[config.mk]
export PLATFORM = sky130hd
export DESIGN_NAME = ssl_top
export DESIGN_NICKNAME = d
export VERILOG_FILES = /design/src/design/ssl_pkg.sv /design/src/design/ssl_fifo_if.sv /design/src/design/ssl_fifo.sv /design/src/design/ssl_top.sv
export VERILOG_INCLUDE_DIRS = /design/src /design/src/design
export SDC_FILE = /design/constraint.sdc
export NUM_CORES = 1
export LEC_CHECK = 0
export BUFFER_PORTS_ARGS = -buffer_cell sky130_fd_sc_hd__buf_2
export CORE_ASPECT_RATIO = 0.5
export CORE_UTILIZATION = 45
export DETAILED_ROUTE_END_ITERATION = 16
export PLACE_DENSITY = 0.74
export SLEW_MARGIN = 20
export SYNTH_ARGS = -nofsm -noshare
export SYNTH_HDL_FRONTEND = slang
export SYNTH_SLANG_ARGS = --single-unit
[constraint.sdc]
create_clock -name mclk -period 3.95 [get_ports mclk]
set_input_delay 0.395 -clock mclk [delete_from_list [all_inputs] [get_ports mclk]]
set_output_delay 0.395 -clock mclk [all_outputs]
set_load 0.01 [all_outputs]
[src/design/ssl_regs.svh]
/*
  Constants of the serial-in, parallel-out shift latch: widths, depths and reset values.
  Assumes inclusion by bare name from design files; holds definitions only.
*/
`ifndef SSL_REGS_SVH
`define SSL_REGS_SVH

// ==========================================================================
// structure
`define SSL_WIDTH        8
`define SSL_FIFO_DEPTH   4
`define SSL_PTR_W        2

// ==========================================================================
// reset values
`define SSL_CHAIN_RST    8'h00
`define SSL_STORE_RST    8'h00
`define SSL_OE_N_RST     8'hff
`define SSL_SYNC_RST     5'h05   // idle pins: clocks low, clear and enable inactive

`endif

[src/design/ssl_pkg.sv]
/*
  Types shared by the shift latch modules.
  Assumes ssl_regs.svh is on the include path.
*/
`include "ssl_regs.svh"

package ssl_pkg;
  typedef logic [`SSL_WIDTH-1:0] ssl_byte_t;
  typedef logic [`SSL_PTR_W-1:0] ssl_ptr_t;
endpackage

[src/design/ssl_fifo_if.sv]
/*
  Valid/ready carrier between the shift latch core and its snapshot FIFO.
  Assumes one clock domain on both sides.
*/
`timescale 1ns/10ps
`default_nettype none

interface ssl_fifo_if;
  logic              in_valid;
  logic              in_ready;
  ssl_pkg::ssl_byte_t in_data;
  logic              out_valid;
  logic              out_ready;
  ssl_pkg::ssl_byte_t out_data;

  modport fifo (input in_valid, in_data, out_ready, output in_ready, out_valid, out_data);
  modport user (output in_valid, in_data, out_ready, input in_ready, out_valid, out_data);
endinterface

`default_nettype wire

[src/design/ssl_fifo.sv]
/*
  Small synchronous FIFO holding shift chain snapshots on their way to the storage register.
  Assumes mclk/rst from the core and a clock enable that freezes all state.
*/
`timescale 1ns/10ps
`default_nettype none
`include "ssl_regs.svh"

module ssl_fifo #(
  parameter int WIDTH = `SSL_WIDTH,
  parameter int DEPTH = `SSL_FIFO_DEPTH
) (
  // clock and reset
  input wire logic mclk,
  input wire logic rst,
  input wire logic ce,
  // data sides
  ssl_fifo_if.fifo f
);
  localparam int PW = $clog2(DEPTH);

  logic [WIDTH-1:0] mem_q [DEPTH];
  logic [PW-1:0]    wr_q;
  logic [PW-1:0]    rd_q;
  logic [PW:0]      cnt_q;
  logic             push;
  logic             pop;

  // honest flags straight from the occupancy count
  assign f.in_ready  = (cnt_q != (PW+1)'(DEPTH));
  assign f.out_valid = (cnt_q != '0);
  assign f.out_data  = mem_q[rd_q];
  assign push        = ce & f.in_valid & f.in_ready;
  assign pop         = ce & f.out_valid & f.out_ready;

  // storage words
  always_ff @(posedge mclk) begin
    if (push) begin
      mem_q[wr_q] <= f.in_data;
    end
  end

  // pointers wrap naturally since depth is a power of two
  always_ff @(posedge mclk) begin
    if (rst) begin
      wr_q  <= '0;
      rd_q  <= '0;
      cnt_q <= '0;
    end else begin
      if (push) begin
        wr_q <= wr_q + 1'b1;
      end
      if (pop) begin
        rd_q <= rd_q + 1'b1;
      end
      cnt_q <= cnt_q + (PW+1)'(push) - (PW+1)'(pop);
    end
  end
endmodule

`default_nettype wire

[src/design/ssl_top.sv]
/*
  Serial-in, parallel-out shift chain with a storage register and floating parallel outputs.
  Pins are synchronised, clock edges found by oversampling, and snapshots queued to storage.
  Assumes every pin input is asynchronous to mclk (40 MHz) and slow enough to be oversampled;
  the shift and storage clocks are sampled as data and their rising edges detected.
  Each clock pin must stay high and low for more than one mclk period, or an edge is lost.
  The pins reach the logic two mclk edges late, so even the clear is not instantaneous.
  While ce is low nothing moves, not even the synchronisers; pin activity then is missed.
*/
`timescale 1ns/10ps
`default_nettype none
`include "ssl_regs.svh"

// Behaviour
// - eight stage serial chain whose contents transfer into a separate storage register
// - storage bits appear on parallel outputs that can drive high, low or float
// - enable high floats parallel outputs, low drives them; cascade always driven
// - shift chain and storage register have independent clocks
// - clear low zeroes the chain at once, overriding the shift clock; here on the third mclk edge after the pin falls
// - shift clock rise loads serial input into stage one, others take predecessor
// - shift clock fall leaves the chain unchanged
// - storage clock rise copies all eight chain stages into storage in parallel
// - storage clock fall leaves storage unchanged
// - clocks tied: storage takes chain as before the edge, one pulse behind
// - serial output from the last stage allows cascading devices
module ssl_top (
  // clock, reset, enable
  input  wire logic                 mclk,
  input  wire logic                 rst,
  input  wire logic                 ce,
  // controller pins
  input  wire logic                 serial_in,
  input  wire logic                 shift_clock,
  input  wire logic                 shift_clear_n,
  input  wire logic                 storage_clock,
  input  wire logic                 output_enable_n,
  // device pins
  output logic [`SSL_WIDTH-1:0]     parallel_out,
  output logic [`SSL_WIDTH-1:0]     parallel_out_oe_n,
  output logic                      cascade_out
);
  // ==========================================================================
  // pin synchronisers
  // bit order in every stage: serial, shift clock, clear_n, storage clock, enable_n
  logic [4:0]          sync1_q;
  logic [4:0]          sync2_q;
  logic                sclk3_q;
  logic                rclk3_q;
  logic                shift_rise;
  logic                store_rise;
  logic                clear_act;
  ssl_pkg::ssl_byte_t  chain_q;
  ssl_pkg::ssl_byte_t  store_q;
  logic                store_hold;
  ssl_fifo_if          fq ();

  // shifted chain, taken only on a qualified rise
  ssl_pkg::ssl_byte_t  chain_d;

  // reset image of the chain, read bit by bit by the stage loop
  localparam ssl_pkg::ssl_byte_t CHAIN_RST = `SSL_CHAIN_RST;

  // rising edge of a sampled clock; second stage against its delayed copy
  function automatic logic rise(input logic now_v, input logic old_v);
    rise = now_v & ~old_v;
  endfunction

  // first stage feeds only the second; logic reads from stage two onward
  // two flops cost two cycles of latency but keep metastability away from the chain
  always_ff @(posedge mclk) begin
    if (rst) begin
      sync1_q <= `SSL_SYNC_RST;
      sync2_q <= `SSL_SYNC_RST;
      sclk3_q <= 1'b0;
      rclk3_q <= 1'b0;
    end else if (ce) begin
      sync1_q <= {serial_in, shift_clock, shift_clear_n, storage_clock, output_enable_n};
      sync2_q <= sync1_q;
      sclk3_q <= sync2_q[3];
      rclk3_q <= sync2_q[1];
    end
  end

  // separate edge detectors keep the two clocks independent
  // reset matches the idle pins, so no false edge or false clear follows reset
  assign shift_rise = rise(sync2_q[3], sclk3_q);
  assign store_rise = rise(sync2_q[1], rclk3_q);
  assign clear_act  = ~sync2_q[2];
  // a full snapshot FIFO stalls shifting; a snapshot offered while it is full is dropped
  assign store_hold = ~fq.in_ready;

  // ==========================================================================
  // shift chain
  // next chain value of a shift: the serial level enters stage one
  assign chain_d = {chain_q[`SSL_WIDTH-2:0], sync2_q[4]};

  // clear wins over any edge; falling edges simply find no rise
  genvar gi;
  generate
    for (gi = 0; gi < `SSL_WIDTH; gi++) begin : g_stage
      always_ff @(posedge mclk) begin
        if (rst) begin
          chain_q[gi] <= CHAIN_RST[gi];
        end else if (ce) begin
          if (clear_act) begin
            chain_q[gi] <= 1'b0;
          end else if (shift_rise && !store_hold) begin
            chain_q[gi] <= chain_d[gi];
          end
        end
      end
    end
  endgenerate

  // ==========================================================================
  // snapshot path: the pre-edge chain goes in, so tied clocks lag one pulse
  // the queue decouples the storage write from the edge detector at one cycle of cost
  assign fq.in_valid  = store_rise;
  assign fq.in_data   = chain_q;
  assign fq.out_ready = 1'b1;

  ssl_fifo #(
    .WIDTH (`SSL_WIDTH),
    .DEPTH (`SSL_FIFO_DEPTH)
  ) u_fifo (
    .mclk (mclk),
    .rst  (rst),
    .ce   (ce),
    .f    (fq.fifo)
  );

  // storage register takes snapshots only; the clear never reaches it
  // a queued word lands one edge after its push
  always_ff @(posedge mclk) begin
    if (rst) begin
      store_q <= `SSL_STORE_RST;
    end else if (ce && fq.out_valid) begin
      store_q <= fq.out_data;
    end
  end

  // ==========================================================================
  // output pins, all registered
  // registering costs a cycle but gives the pads clean levels
  always_ff @(posedge mclk) begin
    if (rst) begin
      parallel_out      <= `SSL_STORE_RST;
      parallel_out_oe_n <= `SSL_OE_N_RST;
      cascade_out       <= 1'b0;
    end else if (ce) begin
      parallel_out      <= store_q;
      parallel_out_oe_n <= {`SSL_WIDTH{sync2_q[0]}};
      cascade_out       <= chain_q[`SSL_WIDTH-1];
    end
  end
endmodule

`default_nettype wire

==> results by group <==
Timing
  – Final slew viol count: 0
  – Final hold violations: 0
  – Worst path setup slack after routing: 1.20 ns
  – Setup TNS after final layout: 0 ns
  – Setup violation total in the final timing report: 0
  – Final Cycle Share: 69.6%
  – Relative max-transition margin: 45.7%
  – Max Clock Skew: 0.00612 ns
  – Unrepaired setup endpoints after global routing: false
  – Time the final worst path needs with I/O delays and setup: 2.75 ns
  – Peak Freq: 364 MHz
  – Slew at the pin closest to its max-slew limit: 0.814 ns

Outcome
  – Run status: complete, no violations

Pwr
  – Leakage Power: 1.32 nW
  – Part of the power in the clock network: 41.9%
  – Total power: 0.00221 W
  – Worst IR Drop VDD: 0.000268 V
  – Combinational share of power: 15.0%
  – Switching share of total power: 25.1%
  – Internal Dissipation: 0.00166 W
  – Power share of the sequential group: 43.1%
  – Switching power: 0.000555 W
  – Power density over the cells: 622 nW/um^2

Synthesis
  – Compound-Gate Fraction of Synth Area: 7.44%
  – Dominant combinational cell family by area after synthesis: simple AND/OR/NAND/NOR gates
  – Netlist area before placement: 3110 um^2
  – Most used flip-flop cell after synthesis: dfxtp_1
  – Post-Synth XOR/XNOR Area: 0.844%
  – Simple-Gate Fraction of Synth Area: 11.9%
  – Register area share after synthesis: 59.8%
  – Share of synthesized area spent on multiplexers: 11.3%
  – Share of the synthesized area in the top cell type: 30.9%
  – Number of synthesized register bits: 77
  – Number of flops mapped to enable cells by yosys: 32
  – Count of yosys warnings during synthesis: 0
  – Synthesized area per cell: 12.3 um^2
  – Mapped Cells: 253
  – Synth Area in Adders: 3.06%
  – Distinct cell type count after synthesis: 31
  – Share of async-settable or async-resettable flops after synthesis: 0%
  – Dominant cells by area after synthesis: edfxtp_1 (31%), dfxtp_1 (29%), mux4_2 (5.8%)
  – Mapped Nets: 268
  – Largest area contributor in the netlist: edfxtp_1

Floorplan
  – Placeable core region: 6360 um^2
  – Height of the die: 60.8 um
  – Die X: 120 um
  – Die ar.: 7270 um^2
  – Cell row count: 20
  – Boundary pin count: 25
  – Starting utilization of the core area: 49.0%

GRT
  – Pin count of the biggest net entering global routing: 46
  – Overall track demand over capacity in global routing: 17.3%
  – Vias in the first global route: 1,785
  – Global-route wire length before repair: 8940 um
  – Antenna violations before repair: 0
  – Grt ovf: 0

Route
  – ANT nets after route: 0
  – Initial drt markers: 235
  – DRC errors left: 0
  – Final routed wire length divided by cell count: 15.8 um
  – Total wire length after detailed routing: 5670 um
  – Vias per cell: 5.41
  – Vias: 1,936
  – Drt pass-1 iters: 4

Clock tree
  – Clock tree root driver cell: clkbuf_16
  – Longest Clk Path Bufs: 2
  – Number of hold-repair buffers added at the cts stage: 0
  – CTS tree: yes
  – Clk sinks: 77
  – PostCTS Resize Cnt: 0
  – Clock H-tree levels: 3
  – Inserted Clock Buffers: 9
  – Register clock-pin slew on the reported worst setup and hold paths: 0.06 ns
  – Post-CTS repair timing setup buffer count: 0
  – Later-pin clock latency in the skew report: 0.33 ns

Setup path
  – Maximum fanout encountered on the critical timing path: 11
  – Endpoint arrival time on the critical path: 2.94 ns
  – R2r worst-path depth: 9
  – Nature of the critical path startpoint: register
  – Kind of critical path: reg2reg
  – Data required, critical path: 4.14 ns
  – Kind of end point of the critical path: register

Place
  – Sum of net half-perimeters after detailed placement: 3600 um
  – Weighted congestion reported at the end of routability-driven placement: 0.715
  – Count of placed standard cells including taps: 342
  – Port Buffers: 24
  – Setup WS pre-CTS: 0.883 ns

Flow run
  – Max_cap viols: 0

Final layout
  – Fraction of final layout cells sized beyond drive strength 1: 18.9%
  – Non-filler cells in the finished layout: 358
  – Final Net Count: 280
  – Antenna diode instance count: 0
  – Layout Area Growth over Synthesis: 14.2%

Hold path
  – Worst Hold Depth: 2
  – Hold crit path type: in2reg
-- layout by cell type, fill, tap and decap left out, types with 2 or more instances in the layout --
master / instances
mux4_2: 8
nor2_1: 20
a211o_1: 5
nand3_1: 2
nand3b_1: 2
buf_4: 2
edfxtp_1: 32
a31oi_1: 8
mux2i_1: 17
o21ai_0: 3
dfxtp_1: 45
and3_1: 4
o211ai_1: 8
nand2_1: 16
nand2b_1: 8
buf_2: 24
a21oi_1: 11
clkbuf_16: 9
xnor2_1: 3
and3b_1: 2
nand4_1: 8
bufinv_16: 3
inv_1: 7
ha_1: 6
nor2b_1: 7
-- power groups by stage --
stage | clock network, W | registers (W) | logic, W
finish | 0.000928 | 0.000953 | 0.000331
global route | 0.000974 | 0.000966 | 0.000367
CTS | 0.000938 | 0.000952 | 0.000332
detailed placement | 0 | 0.000968 | 0.000329
global placement | 0 | 0.000964 | 0.000312
floorplan | 0 | 0.000927 | 0.000312
-- critical path: stages, from the launching register on --
cell     delay, ns
dfxtp_1       0.37
o31ai_2       0.68
inv_2         0.23
ha_1          0.36
inv_1         0.04
ha_1          0.18
fa_1          0.37
xnor2_1       0.18
xnor2_1       0.14
nor2_1        0.05
-- cell type report --
type,instances,area [um^2]
inverter,8,30.0
timing repair buffer,26,135
multi-input combinational,143,1080
fill,518,2800
sequential,77,1860
tap,88,110
clock buffer,10,229
clock inverter,6,111
-- stage by stage --
stage | hold slack [ns] | utilization (%) | cell area (um^2)
after detailed placement | 0.441 | 50.5 | 3210
after CTS | 0.272 | 55.8 | 3550
after global routing | 0.282 | 55.9 | 3550
after floorplan | 0.427 | - | 3110
after global placement | 0.433 | 50.5 | 3210
final | 0.279 | 55.9 | 3550
-- Yosys cell counts (all sizes together) (3+ instances only) --
master  instances
o211ai          8
dfxtp          45
nand2b          8
ha              6
nor2b           7
and3            4
nor2           20
nand4           8
buf            18
nand2          16
mux4            8
a211o           5
inv             8
o21ai           3
edfxtp         32
a31oi           8
mux2i          17
clkbuf          7
xnor2           3
a21oi          11
-- worst paths after layout --
check	from	endpoint	slack (ns)
max	u_fifo.cnt_q[1]	u_fifo.cnt_q[2]	1.20
min	output_enable_n	sync1_q[0]	0.28
max reg2reg	u_fifo.cnt_q[1]	u_fifo.cnt_q[2]	1.20
min reg2reg	sync1_q[0]	sync2_q[0]	0.45
-- sequential cells by signal, indices dropped and copies added, names as in the netlist --
register and count:
u_fifo.wr_q 2, chain_q 1, sync2_q 5, chain_d 7
parallel_out_oe_n 1, cascade_out 1, rclk3_q 1, store_q 8
u_fifo.rd_q 2, sync1_q 5, sclk3_q 1, parallel_out 8
u_fifo.mem_q 32, u_fifo.cnt_q 3
-- cells by family (layout without fill, tap and decap cells) --
group | Yosys count | after routing
simple gates | 72 | 72
xor+xnor | 3 | 3
mux | 25 | 25
compound gates | 36 | 36
fa+ha+maj | 7 | 7
flops | 77 | 77
buf+inv | 33 | 50
-- per-layer routing --
layer  up-vias  routed length [um]  share of wire, %  track usage (%)
li1        925                   -                 -                -
met1       948                2480                44             20.8
met2        55                2660                47             28.4
met3         8                 442               7.8             7.05
met4         0                  86               1.5             7.50
met5         -                   0                 0                0
Note: power is estimated with default switching activity, not from simulation.
